==> src/core/sbs_pkg.sv <==
// sbs_pkg: constants for the status and bank-select register block.
// assumes a single aclk domain and an AXI4-Lite master outside.
`default_nettype none
package sbs_pkg;
	// core data-space addresses (6-bit)
	localparam logic [5:0] ADDR_INDIRECT = 6'h00;
	localparam logic [5:0] ADDR_STATUS = 6'h03;
	localparam logic [5:0] ADDR_BANKSEL = 6'h04;
	localparam logic [5:0] ADDR_SEG_LO = 6'h05;
	localparam logic [5:0] ADDR_SEG0_HI = 6'h0f;
	localparam logic [5:0] ADDR_SEG1_HI = 6'h0c;
	localparam logic [5:0] ADDR_GP_LO = 6'h10;
	localparam logic [5:0] ADDR_BANK_LO = 6'h20;
	// status bit positions
	localparam int ST_RST = 7;
	localparam int ST_SEG = 6;
	localparam int ST_PAGE = 5;
	localparam int ST_TO = 4;
	localparam int ST_PD = 3;
	localparam int ST_Z = 2;
	localparam int ST_DC = 1;
	localparam int ST_C = 0;
	// bank-select bit positions
	localparam int BS_BANK = 6;
	localparam int BS_PTR_HI = 5;
	// program counter
	localparam int PC_W = 11;
	localparam int PC_PAGE = 10;
	// status reset value: time-out and power-down set at power-on
	localparam logic [7:0] STATUS_RST = 8'h18;
	localparam logic [7:0] BANKSEL_RST = 8'h00;
	// AXI4-Lite byte addresses of the software-visible words
	localparam logic [7:0] AXI_STATUS = 8'h0c;
	localparam logic [7:0] AXI_BANKSEL = 8'h10;
	localparam logic [7:0] AXI_CORE_ADDR = 8'h20;
	localparam logic [7:0] AXI_CORE_DATA = 8'h24;
	localparam logic [7:0] AXI_PC = 8'h28;
	localparam logic [7:0] AXI_SEGSEL = 8'h2c;
	localparam logic [1:0] RESP_OKAY = 2'h0;
	localparam logic [1:0] RESP_SLVERR = 2'h2;
	// segment decode results
	typedef enum logic [1:0] {
		SBS_SEG_NONE = 2'b00,
		SBS_SEG_0 = 2'b01,
		SBS_SEG_1 = 2'b10
	} sbs_seg_e;
endpackage
`default_nettype wire

==> src/core/sbs_mem_if.sv <==
// sbs_mem_if: one data-space access from the top into the storage module.
// assumes both ends run on aclk.
`default_nettype none
interface sbs_mem_if;
	logic [5:0] addr; // resolved physical address
	logic bank; // bank for 0x20-0x3f
	logic we; // write strobe
	logic [7:0] wdata; // write data
	logic [7:0] rdata; // read data of addr
	modport master (output addr, output bank, output we, output wdata,
		input rdata);
	modport slave (input addr, input bank, input we, input wdata,
		output rdata);
endinterface
`default_nettype wire

==> src/core/sbs_top.sv <==
// sbs_top: status flags, bank/pointer select, indirect port, page logic.
// assumes core instruction logic drives the event and alu inputs, one
// cycle each, and an AXI4-Lite master reaches the registers.
`default_nettype none
module sbs_top (
	// clock and reset
	input wire logic aclk,
	input wire logic aresetn,
	// axi4-lite write address
	input wire logic [7:0] s_axi_awaddr,
	input wire logic s_axi_awvalid,
	output logic s_axi_awready,
	// axi4-lite write data
	input wire logic [31:0] s_axi_wdata,
	input wire logic [3:0] s_axi_wstrb,
	input wire logic s_axi_wvalid,
	output logic s_axi_wready,
	// axi4-lite write response
	output logic [1:0] s_axi_bresp,
	output logic s_axi_bvalid,
	input wire logic s_axi_bready,
	// axi4-lite read address
	input wire logic [7:0] s_axi_araddr,
	input wire logic s_axi_arvalid,
	output logic s_axi_arready,
	// axi4-lite read data
	output logic [31:0] s_axi_rdata,
	output logic [1:0] s_axi_rresp,
	output logic s_axi_rvalid,
	input wire logic s_axi_rready,
	// core events, one-cycle pulses
	input wire logic wake_event,
	input wire logic other_reset_event,
	input wire logic sleep_instruction,
	input wire logic watchdog_clear_instruction,
	input wire logic watchdog_timeout,
	// alu flag update
	input wire logic alu_flags_we,
	input wire logic alu_zero,
	input wire logic alu_half_carry,
	input wire logic alu_carry,
	// program flow
	input wire logic pc_load,
	input wire logic [9:0] pc_load_low,
	input wire logic return_pop,
	input wire logic [10:0] return_addr,
	// state shown to the core
	output logic [10:0] program_counter,
	output logic [7:0] status_out,
	output logic control_segment_select
);
	// storage channel
	sbs_mem_if mem ();
	sbs_gpr #(.NBANK(2)) u_gpr (.aclk(aclk), .aresetn(aresetn), .mem(mem));
	// registers
	logic [7:0] status_flags; // status word
	logic [6:0] bank_pointer_select; // bit7 not stored, reads zero
	logic [10:0] pc_q; // program counter register
	logic [5:0] core_addr; // data-space address used by the data port
	logic [7:0] next_status;
	logic [6:0] next_bank;
	logic [10:0] next_pc;
	logic [5:0] next_core_addr;
	// axi state
	logic aw_hold, w_hold, bvalid_q, rvalid_q, arready_q;
	// ready flops mirror the hold flags so the pins come from a flop
	logic awready_q, wready_q;
	logic [7:0] aw_addr_q;
	logic [31:0] w_data_q;
	logic [3:0] w_strb_q;
	logic [1:0] bresp_q, rresp_q;
	logic [31:0] rdata_q;
	logic next_aw_hold, next_w_hold, next_bvalid, next_rvalid;
	logic [7:0] next_aw_addr;
	logic [31:0] next_w_data;
	logic [3:0] next_w_strb;
	logic [1:0] next_bresp, next_rresp;
	logic [31:0] next_rdata;
	// decoded write
	logic do_write;
	logic [7:0] wbyte;
	logic [5:0] phys;
	sbs_pkg::sbs_seg_e seg;

	// segment decode of the current core address
	sbs_segdec u_seg (.seg_sel(status_flags[sbs_pkg::ST_SEG]),
		.addr(core_addr), .seg(seg));

	// resolve address 0x00 through the pointer
	function automatic logic [5:0] resolve(input logic [5:0] a,
		input logic [6:0] bs);
		if (a == sbs_pkg::ADDR_INDIRECT)
			return bs[sbs_pkg::BS_PTR_HI:0];
		return a;
	endfunction

	// read value of a physical data-space address
	function automatic logic [7:0] core_read(input logic [5:0] a,
		input logic [7:0] st, input logic [6:0] bs, input logic [7:0] gp,
		input logic [10:0] pc);
		case (a)
			sbs_pkg::ADDR_STATUS: core_read = st;
			sbs_pkg::ADDR_BANKSEL: core_read = {1'b0, bs};
			6'h02: core_read = pc[7:0];
			default: core_read = (a >= sbs_pkg::ADDR_GP_LO) ? gp : 8'h00;
		endcase
	endfunction

	assign phys = resolve(core_addr, bank_pointer_select);
	assign mem.addr = phys;
	assign mem.bank = bank_pointer_select[sbs_pkg::BS_BANK];
	assign do_write = aw_hold && w_hold && !bvalid_q;
	assign wbyte = w_data_q[7:0];
	assign mem.wdata = wbyte;
	assign mem.we = do_write && aw_addr_q == sbs_pkg::AXI_CORE_DATA
		&& w_strb_q[0] && phys >= sbs_pkg::ADDR_GP_LO;

	// status, bank select, pc and address next-state
	always_comb begin
		next_status = status_flags;
		next_bank = bank_pointer_select;
		next_pc = pc_q;
		next_core_addr = core_addr;
		// software writes; only segment, page and the z, dc and c bits are writable
		if (do_write && w_strb_q[0]) begin
			if (aw_addr_q == sbs_pkg::AXI_STATUS
				|| (aw_addr_q == sbs_pkg::AXI_CORE_DATA
				&& phys == sbs_pkg::ADDR_STATUS)) begin
				next_status[sbs_pkg::ST_SEG] = wbyte[sbs_pkg::ST_SEG];
				next_status[sbs_pkg::ST_PAGE] = wbyte[sbs_pkg::ST_PAGE];
				next_status[2:0] = wbyte[2:0];
			end
			if (aw_addr_q == sbs_pkg::AXI_BANKSEL
				|| (aw_addr_q == sbs_pkg::AXI_CORE_DATA
				&& phys == sbs_pkg::ADDR_BANKSEL))
				next_bank = wbyte[6:0];
			if (aw_addr_q == sbs_pkg::AXI_CORE_ADDR)
				next_core_addr = wbyte[5:0];
			if (aw_addr_q == sbs_pkg::AXI_SEGSEL)
				next_status[sbs_pkg::ST_SEG] = wbyte[0];
		end
		// alu flags win over a software write in the same cycle
		if (alu_flags_we) begin
			next_status[sbs_pkg::ST_Z] = alu_zero;
			next_status[sbs_pkg::ST_DC] = alu_half_carry;
			next_status[sbs_pkg::ST_C] = alu_carry;
		end
		// reset cause
		if (other_reset_event) next_status[sbs_pkg::ST_RST] = 1'b0;
		if (wake_event) next_status[sbs_pkg::ST_RST] = 1'b1;
		// time-out and power-down: the setting event wins
		if (watchdog_timeout) next_status[sbs_pkg::ST_TO] = 1'b0;
		if (sleep_instruction) begin
			next_status[sbs_pkg::ST_TO] = 1'b1;
			next_status[sbs_pkg::ST_PD] = 1'b0;
		end
		if (watchdog_clear_instruction) begin
			next_status[sbs_pkg::ST_TO] = 1'b1;
			next_status[sbs_pkg::ST_PD] = 1'b1;
		end
		// program counter: returns restore the popped page untouched
		if (return_pop) begin
			next_pc = return_addr;
		end else if (pc_load) begin
			next_pc = {status_flags[sbs_pkg::ST_PAGE], pc_load_low};
		end else if (do_write && aw_addr_q == sbs_pkg::AXI_PC) begin
			next_pc = {status_flags[sbs_pkg::ST_PAGE], w_data_q[9:0]};
		end
	end

	// axi channel next-state
	always_comb begin
		next_aw_hold = aw_hold;
		next_w_hold = w_hold;
		next_aw_addr = aw_addr_q;
		next_w_data = w_data_q;
		next_w_strb = w_strb_q;
		next_bvalid = bvalid_q;
		next_bresp = bresp_q;
		next_rvalid = rvalid_q;
		next_rresp = rresp_q;
		next_rdata = rdata_q;
		// capture address and data in either order
		if (s_axi_awvalid && !aw_hold) begin
			next_aw_hold = 1'b1;
			next_aw_addr = s_axi_awaddr;
		end
		if (s_axi_wvalid && !w_hold) begin
			next_w_hold = 1'b1;
			next_w_data = s_axi_wdata;
			next_w_strb = s_axi_wstrb;
		end
		// both present: perform and answer
		if (do_write) begin
			next_bvalid = 1'b1;
			case (aw_addr_q)
				sbs_pkg::AXI_STATUS, sbs_pkg::AXI_BANKSEL,
				sbs_pkg::AXI_CORE_ADDR, sbs_pkg::AXI_CORE_DATA,
				sbs_pkg::AXI_PC, sbs_pkg::AXI_SEGSEL:
					next_bresp = sbs_pkg::RESP_OKAY;
				default: next_bresp = sbs_pkg::RESP_SLVERR;
			endcase
		end
		if (bvalid_q && s_axi_bready) begin
			next_bvalid = 1'b0;
			next_aw_hold = 1'b0;
			next_w_hold = 1'b0;
		end
		// read: one cycle from accept to rvalid
		if (s_axi_arvalid && arready_q) begin
			next_rvalid = 1'b1;
			next_rresp = sbs_pkg::RESP_OKAY;
			case (s_axi_araddr)
				sbs_pkg::AXI_STATUS: next_rdata = {24'h0, status_flags};
				sbs_pkg::AXI_BANKSEL:
					next_rdata = {24'h0, 1'b0, bank_pointer_select};
				sbs_pkg::AXI_CORE_ADDR: next_rdata = {26'h0, core_addr};
				sbs_pkg::AXI_CORE_DATA: next_rdata = {24'h0,
					core_read(phys, status_flags, bank_pointer_select,
					mem.rdata, pc_q)};
				sbs_pkg::AXI_PC: next_rdata = {21'h0, pc_q};
				sbs_pkg::AXI_SEGSEL: next_rdata = {30'h0, seg};
				default: begin
					next_rdata = 32'h0;
					next_rresp = sbs_pkg::RESP_SLVERR;
				end
			endcase
		end else if (rvalid_q && s_axi_rready) begin
			next_rvalid = 1'b0;
		end
	end

	// registering of all state
	always_ff @(posedge aclk) begin
		if (!aresetn) begin
			status_flags <= sbs_pkg::STATUS_RST;
			bank_pointer_select <= sbs_pkg::BANKSEL_RST[6:0];
			pc_q <= 11'h000;
			core_addr <= 6'h00;
			aw_hold <= 1'b0;
			w_hold <= 1'b0;
			aw_addr_q <= 8'h00;
			w_data_q <= 32'h0;
			w_strb_q <= 4'h0;
			bvalid_q <= 1'b0;
			bresp_q <= 2'h0;
			rvalid_q <= 1'b0;
			rresp_q <= 2'h0;
			rdata_q <= 32'h0;
			arready_q <= 1'b0;
			awready_q <= 1'b1;
			wready_q <= 1'b1;
			program_counter <= 11'h000;
			status_out <= sbs_pkg::STATUS_RST;
			control_segment_select <= 1'b0;
		end else begin
			status_flags <= next_status;
			bank_pointer_select <= next_bank;
			pc_q <= next_pc;
			core_addr <= next_core_addr;
			aw_hold <= next_aw_hold;
			w_hold <= next_w_hold;
			aw_addr_q <= next_aw_addr;
			w_data_q <= next_w_data;
			w_strb_q <= next_w_strb;
			bvalid_q <= next_bvalid;
			bresp_q <= next_bresp;
			rvalid_q <= next_rvalid;
			rresp_q <= next_rresp;
			rdata_q <= next_rdata;
			// one read outstanding: ready only while idle
			arready_q <= !next_rvalid && !(s_axi_arvalid && arready_q);
			awready_q <= !next_aw_hold;
			wready_q <= !next_w_hold;
			program_counter <= next_pc;
			status_out <= next_status;
			control_segment_select <= next_status[sbs_pkg::ST_SEG];
		end
	end

	// flop-driven bus outputs
	assign s_axi_awready = awready_q;
	assign s_axi_wready = wready_q;
	assign s_axi_bvalid = bvalid_q;
	assign s_axi_bresp = bresp_q;
	assign s_axi_arready = arready_q;
	assign s_axi_rvalid = rvalid_q;
	assign s_axi_rresp = rresp_q;
	assign s_axi_rdata = rdata_q;
endmodule // sbs_top
`default_nettype wire

==> src/core/sbs_gpr.sv <==
// sbs_gpr: general registers, common 0x10-0x1f and banked 0x20-0x3f.
// assumes the top never presents addresses below 0x10 as writes here.
`default_nettype none
module sbs_gpr #(
	parameter int NBANK = 2
) (
	// clock and reset
	input wire logic aclk,
	input wire logic aresetn,
	// access port
	sbs_mem_if.slave mem
);
	// elaboration-time refusal: the bank index is a single bit
	if (NBANK != 2) begin : g_nbank_check
		$error("sbs_gpr supports two banks only");
	end
	// flops: 16 common + 32 per bank
	logic [7:0] common_q [16];
	logic [7:0] bank_q [NBANK][32];
	logic [7:0] next_common [16];
	logic [7:0] next_bank [NBANK][32];
	// next-state: only the addressed word changes
	always_comb begin
		next_common = common_q;
		next_bank = bank_q;
		if (mem.we && mem.addr >= sbs_pkg::ADDR_BANK_LO) begin
			next_bank[mem.bank][mem.addr[4:0]] = mem.wdata;
		end else if (mem.we && mem.addr >= sbs_pkg::ADDR_GP_LO) begin
			next_common[mem.addr[3:0]] = mem.wdata;
		end
	end
	// registering
	always_ff @(posedge aclk) begin
		if (!aresetn) begin
			for (int i = 0; i < 16; i++) common_q[i] <= 8'h00;
			for (int b = 0; b < NBANK; b++)
				for (int i = 0; i < 32; i++) bank_q[b][i] <= 8'h00;
		end else begin
			common_q <= next_common;
			bank_q <= next_bank;
		end
	end
	// read mux: banked region duplicated, common region shared
	always_comb begin
		if (mem.addr >= sbs_pkg::ADDR_BANK_LO) begin
			mem.rdata = bank_q[mem.bank][mem.addr[4:0]];
		end else if (mem.addr >= sbs_pkg::ADDR_GP_LO) begin
			mem.rdata = common_q[mem.addr[3:0]];
		end else begin
			mem.rdata = 8'h00;
		end
	end
endmodule // sbs_gpr
`default_nettype wire

==> src/core/sbs_segdec.sv <==
// sbs_segdec: decodes a control-register address against the segment bit.
// assumes a purely combinational use by the top.
`default_nettype none
module sbs_segdec (
	// request
	input wire logic seg_sel,
	input wire logic [5:0] addr,
	// result
	output sbs_pkg::sbs_seg_e seg
);
	// segment 1 spans fewer addresses; the rest read as reserved
	always_comb begin
		seg = sbs_pkg::SBS_SEG_NONE;
		if (!seg_sel) begin
			if (addr >= sbs_pkg::ADDR_SEG_LO && addr <= sbs_pkg::ADDR_SEG0_HI)
				seg = sbs_pkg::SBS_SEG_0;
		end else begin
			if (addr >= sbs_pkg::ADDR_SEG_LO && addr <= sbs_pkg::ADDR_SEG1_HI)
				seg = sbs_pkg::SBS_SEG_1;
		end
	end
endmodule // sbs_segdec
`default_nettype wire

==> config.mk <==
export PLATFORM = sky130hd
export DESIGN_NAME = sbs_top
export DESIGN_NICKNAME = d
export VERILOG_FILES = /design/src/core/sbs_pkg.sv /design/src/core/sbs_mem_if.sv /design/src/core/sbs_top.sv /design/src/core/sbs_gpr.sv /design/src/core/sbs_segdec.sv
export SDC_FILE = /design/constraint.sdc
export NUM_CORES = 2
export LEC_CHECK = 0
export BUFFER_PORTS_ARGS = -buffer_cell sky130_fd_sc_hd__buf_2
export CAP_MARGIN = 20
export CORE_MARGIN = 1
export CORE_UTILIZATION = 53
export CTS_BUF_LIST = sky130_fd_sc_hd__clkbuf_4 sky130_fd_sc_hd__clkbuf_8
export CTS_CLUSTER_SIZE = 8
export DETAILED_ROUTE_END_ITERATION = 6
export PLACE_DENSITY = 0.74
export SLEW_MARGIN = 10
export SYNTH_ARGS = -nofsm -noshare
export SYNTH_HDL_FRONTEND = slang
export SYNTH_SLANG_ARGS = --single-unit
==> constraint.sdc <==
create_clock -name aclk -period 5.2 [get_ports aclk]
set_input_delay 0.52 -clock aclk [delete_from_list [all_inputs] [get_ports aclk]]
set_output_delay 0.52 -clock aclk [all_outputs]
set_load 0.05 [all_outputs]
* Word level (Yosys, flattened, before mapping)
Cells that the tools add are included.
Storage, ports and cells: flip-flop bits (word level) 734, input bits 91, output and inout port bits 61, logic and storage cells 226
Cells by class: magnitude comparators 11, eq/ne operators 15, mux-type cells 45, bitwise logic cells 5, reduce and logical (&&, ||, !) cells 48
Operators by type and width (number):
- two-way mux 256 bit | 4
- bitwise mux 512 bit | 1
- demux 256 bit (select 1 bit) | 1
- bitwise mux 128 bit | 1
- one-hot mux 11 bit (6 select lines) | 1
- == test 8 x 6 -> 1 bit (second input constant) | 8
- two-way mux 8 bit | 8
- binary-select mux 8 bit (select 5 bit) | 1
- demux 8 bit (select 5 bit) | 1
- two-way mux 11 bit | 3
- binary-select mux 8 bit (select 4 bit) | 1
- demux 8 bit (select 4 bit) | 1
- one-hot mux 8 bit (3 select lines) | 1
- logical AND 1 bit | 22
- == test 8 x 4 -> 1 bit (second input constant) | 2
- == test 8 x 5 -> 1 bit (second input constant) | 2
- == test 6 x 2 -> 1 bit (second input constant) | 2
- >= comparator 6 bit (second input constant) | 2
- <= comparator 6 x 4 -> 1 bit (second input constant) | 2
- two-way mux 6 bit | 2
- AND reduction 2 bit | 6
- OR reduction 6 bit | 2
- two-way mux 1 bit | 11
- two-way mux 2 bit | 5
- other kinds (20) | 34

* Longest topological paths before layout
depth in word-level cells 11, gate-level depth with buffers 11

* Modules after synthesis
From an unflattened synthesis, not the netlist that was laid out.
Unflattened totals: cells, all modules 3630, area, all modules 33807.4 um2
By module, submodules not included:
- sbs_gpr | instances 1, cells an instance 3167, area an instance 29955.0 um2, seq. area each 12812.3 um2
- sbs_top | instances 1, cells an instance 457, area an instance 3798.6 um2, seq. area each 1421.4 um2
- sbs_segdec | instances 1, cells an instance 6, area an instance 53.8 um2, seq. area each 0.0 um2

* Worst setup path before layout
OpenSTA, ideal clock, no wires.
path type flip-flop to flip-flop, start point reg core_addr[0], end point reg status_flags[0], data arrival time 2450 ps, required time 5084 ps, path slack 2634 ps, cell stages (with the launch flop) 10, buffers on the path 2, period minus slack after synthesis 2566 ps, cells stage by stage dfxtp_1 > buf_2 > or4_4 > o22ai_1 > nor3b_2 > buf_2 > a21oi_1 > nor2_1 > mux2_2 > o211a_1
Between the ends: word-level cells in the longest chain between the ends 8
Ends and longest elaborated chain:
- start, declared | line sbs_top.sv:59 | logic [5:0] core_addr;
- start signal, assigned | line sbs_top.sv:260 | core_addr <= next_core_addr;
- logical NOT 6 bit | line sbs_top.sv:92 | if (a == sbs_pkg::ADDR_INDIRECT)
- two-way mux 1 bit | line sbs_top.sv:92
- two-way mux 6 bit * | line sbs_top.sv:94 | return a;
- == test 6 x 2 -> 1 bit * | line sbs_top.sv:128 | && phys == sbs_pkg::ADDR_STATUS)) begin
- logical AND 1 bit * | line sbs_top.sv:128
- logical OR 1 bit * | line sbs_top.sv:127 | || (aw_addr_q == sbs_pkg::AXI_CORE_DATA
- nonzero test 2 bit (no line) *
- AND reduction 2 bit (no line) *
- end signal, assigned | line sbs_top.sv:236 | status_flags <= sbs_pkg::STATUS_RST;
- end signal, assigned | line sbs_top.sv:257 | status_flags <= next_status;
- end, declared | line sbs_top.sv:56 | logic [7:0] status_flags;
Every way passes the cells marked *; elsewhere a longest branch is shown, timed or not. A chain may end at the register's enable or synchronous reset.

* Final worst setup path
start point reg core_addr[3], end point reg rdata_q[2], in the netlist s_axi_rdata[2]
Between the ends: word-level cells in the longest chain between the ends 11, elaborated cells on any way between the ends 20
Ends and longest elaborated chain:
- logical NOT 6 bit | line sbs_top.sv:92
- two-way mux 1 bit | line sbs_top.sv:92
- two-way mux 6 bit * | line sbs_top.sv:94
- inverter 5 -> 6 bit (implied by the code) / inverter 4 -> 5 bit (equally long branches) | line sbs_gpr.sv:46, sbs_gpr.sv:48
- binary-select mux 8 bit (select 5 bit) / binary-select mux 8 bit (select 4 bit) (equally long branches) | line sbs_gpr.sv:46, sbs_gpr.sv:48
- two-way mux 8 bit (on tied branches) (2 in series) | line sbs_gpr.sv:46, sbs_gpr.sv:48
- two-way mux 8 bit | line sbs_gpr.sv:45 | if (mem.addr >= sbs_pkg::ADDR_BANK_LO) begin
- two-way mux 8 bit | line sbs_top.sv:105 | default: core_read = (a >= sbs_pkg::ADDR_GP_LO) ? gp : 8'h00;
- one-hot mux 8 bit (3 select lines) * | line sbs_top.sv:101 | case (a)
- one-hot mux 11 bit (6 select lines) * | line sbs_top.sv:213 | case (s_axi_araddr)
- end signal, assigned | line sbs_top.sv:270 | rdata_q <= next_rdata;
- end, declared | line sbs_top.sv:72 | logic [31:0] rdata_q;
Every way passes the cells marked *; elsewhere a longest branch is shown, timed or not. The select of a mux whose other input is x is not followed.

==> results.yml <==
pwr:
  power.density_nw_per_um2: 292
  vdd_drop_max_mv: 0.201
  leakagePower_uw: 0.0145
yosys:
  ys_top_cells_by_area: "dfxtp_1, mux2i_1, nor2b_1"
  yosys_most_used_dff: "dfxtp_1"
  synth.top_cell.area_share_pct: 41.3
  yosys.area.top_type: "dfxtp_1"
  synth-edff-count: 0
  yosysMostFrequentCell: "dfxtp_1"
  syn_area_um2: 34500
  netlist_top_cells_count: "dfxtp_1, mux2i_1, nor2b_1, nand2_1, a21boi_0"
  synth.distinct_cells: 79
  avgSynthCellArea_um2: 9.25
  netlist_instances: 3726
  yosysWarningCount: 0
  async_flop_share_pct: 0
  synth_seq_cells: 711
  seq_area_frac_synth_pct: 41.3
detailed_routing:
  met2_length_um: 43900
  met3_length_um: 6670
  postRouteAntennaNets: 0
  vias: 27539
  first_pass_iters: 6
  drc: 0
  top_layer_used: "met4"
  wirelength_um: 96900
  wl_per_cell_um: 20.8
  wl_met1_um: 43200
  initialDrtViolationCount: 2495
  via_per_inst: 5.91
critical_path:
  path_class: "reg2reg"
  critPathArrivalTime_ns: 4.65
  critPathCaptureType: "register"
  crit_fanout: 28
  startpoint_type: "register"
  cp.required_ns: 5.86
timing:
  finalHoldViolCount: 0
  finalMaxSlewViolations: 0
  max-slew-margin-rel_pct: 16.7
  setup_tns_ns: 0
  finalCritPeriodShare_pct: 76.9
  fmax_ghz: 0.250
  finClkSkew_ns: 0.0270
  setup_viol: 0
  rsz0062_at_grt: "no"
  min_period_ns: 4.00
  worstMarginPinSlew_ns: 1.23
global_route:
  antenna_found_initial: 0
  grt-ovfl-total: 0
  grt_max_degree: 261
  track_usage_pct: 28.4
  grt_pass1_vias: 26054
  grt_pass1_wl_um: 150000
run_status:
  outcome: "finished clean"
clock_tree:
  root_buffer: "clkbuf_8"
  htree_levels: 3
  clkTransAtPathRegs_ns: 0.06
  cts_made_buffers: 114
  cts_resized: 0
  cts_num_sinks: 711
  clock_path_buffers: 3
  cts_tree: "done"
  insertion_delay_ns: 0.76
die:
  die_w_um: 257
  ios: 152
  die_area_um2: 66100
  floorplan.rows: 93
  core_um2: 64300
  start_util_pct: 53.6
  die_y_um: 257
worst_hold_path:
  hold_class: "in2reg"
place:
  hpwl_um: 59100
  portBuffers: 103
  dpl_cell_area_um2: 35400
  routabilityCongestion: 0.891
job:
  maxCapViolCount: 0
layout:
  drive_above_1_share_pct: 12.6
  area_growth_pct: 10.3
  final_area_um2: 38000
  antenna_cells: 0
  nNetsFinal: 3808
## critical path, cell delays in order (launching register included)
cell	delay (ns)
dfxtp_1	0.54
nor4_1	0.83
a21oi_4	0.46
buf_4	0.34
a221oi_1	0.55
a22oi_1	0.13
o211ai_1	0.50
nand3_1	0.23
a221oi_1	0.29
## power breakdown
part / switching (uW) / total [uW] / internal [uW] / leakage [uW]
registers: 53.5 / 5520 / 5470 / 0.00574
clock network: 2270 / 5110 / 2830 / 0.00129
logic: 303 / 459 / 156 / 0.00749
## path summary, 6_finish.rpt
kind | start | depth (start not counted) | end | slack, ns
min | s_axi_awaddr[5] | 3 | aw_addr_q[5] | 0.04
min reg2reg | s_axi_rdata[10] | 2 | s_axi_rdata[10] | 0.46
max | core_addr[3] | 8 | s_axi_rdata[2] | 1.20
max reg2reg | core_addr[3] | 8 | s_axi_rdata[2] | 1.20
## area by class of cell
cell class | instances | area (um^2)
Inverter | 11 | 41.3
Sequential cell | 711 | 14300
Multi-Input combinational cell | 2692 | 18900
Timing Repair Buffer | 187 | 1290
Clock inverter | 13 | 85.1
Clock buffer | 192 | 2350
Tap cell | 855 | 1070
Fill cell | 5620 | 26300
## cell families after synthesis
kind of cell	count (synthesis)	share of synthesized area, %
AO/OA/AOI/OAI	769	15.3
XOR/XNOR	1	0.0254
buffers and inverters	345	4.29
flip-flops	711	41.3
multiplexers	728	21.3
other	1	0.0109
AND/OR/NAND/NOR	1171	17.8
## flip-flops by register name (all words and copies together), names as in the netlist, 6 cells and up
signal / flops
aw_addr_q: 8
bank_pointer_select: 7
core_addr: 6
pc_q: 11
s_axi_rdata: 11
status_flags: 8
u_gpr.bank_q: 512
u_gpr.common_q: 128
w_data_q: 10
## what timing repair did
| action | CTS | global route |
|---|---|---|
| buffers inserted | 0 | 0 |
| hold endpoints to repair | 18 | 0 |
| endpoints found under the setup margin | 0 | 0 |
| hold buffers | 17 | 0 |
## layer usage
layer,global-route usage [%],vias up
li1,-,13026
met5,0,-
met3,4.54,201
met1,39.0,13274
met2,44.6,1038
met4,10.7,0
## stage by stage
step	hold WS, ns	worst slack (ns)	utilization (%)	total power [uW]	cells
floorplan	0.437	2.63	-	5960	3748
global placement	0.452	1.43	55.0	6080	4439
detailed placement	0.458	1.36	55.0	6080	4439
CTS	0.0000122	1.30	59.1	11100	4661
global route	0.0153	1.05	59.1	11400	4661
finish	0.0381	1.20	59.1	11100	4661
## cells in the final DEF, fill, tap and decap left out, types with 6 or more instances in the layout
cell,synthesis,final
nand3_1,118,118
nor4_1,7,6
mux2_2,17,17
a21o_1,7,7
dlygate4sd3_1,0,17
mux2i_1,708,708
nand2b_1,11,11
dfxtp_4,0,9
a21boi_0,258,258
clkbuf_8,0,146
o22ai_1,8,8
nor2b_1,449,448
nor3_1,11,11
o21ai_0,202,202
a21oi_1,53,51
dfxtp_1,711,702
a211o_1,11,11
o211ai_1,6,6
a211oi_1,12,12
inv_1,11,11
a31oi_1,18,18
nand2_2,13,14
a22oi_1,91,91
nor2_4,6,6
buf_2,68,102
buf_12,0,7
conb_1,1,23
nand2_1,436,434
clkinv_2,0,6
clkbuf_4,0,46
buf_4,26,60
nor2_1,55,55
nor2_2,12,12
a221oi_1,43,43
Power figures use the tool's default switching activity.
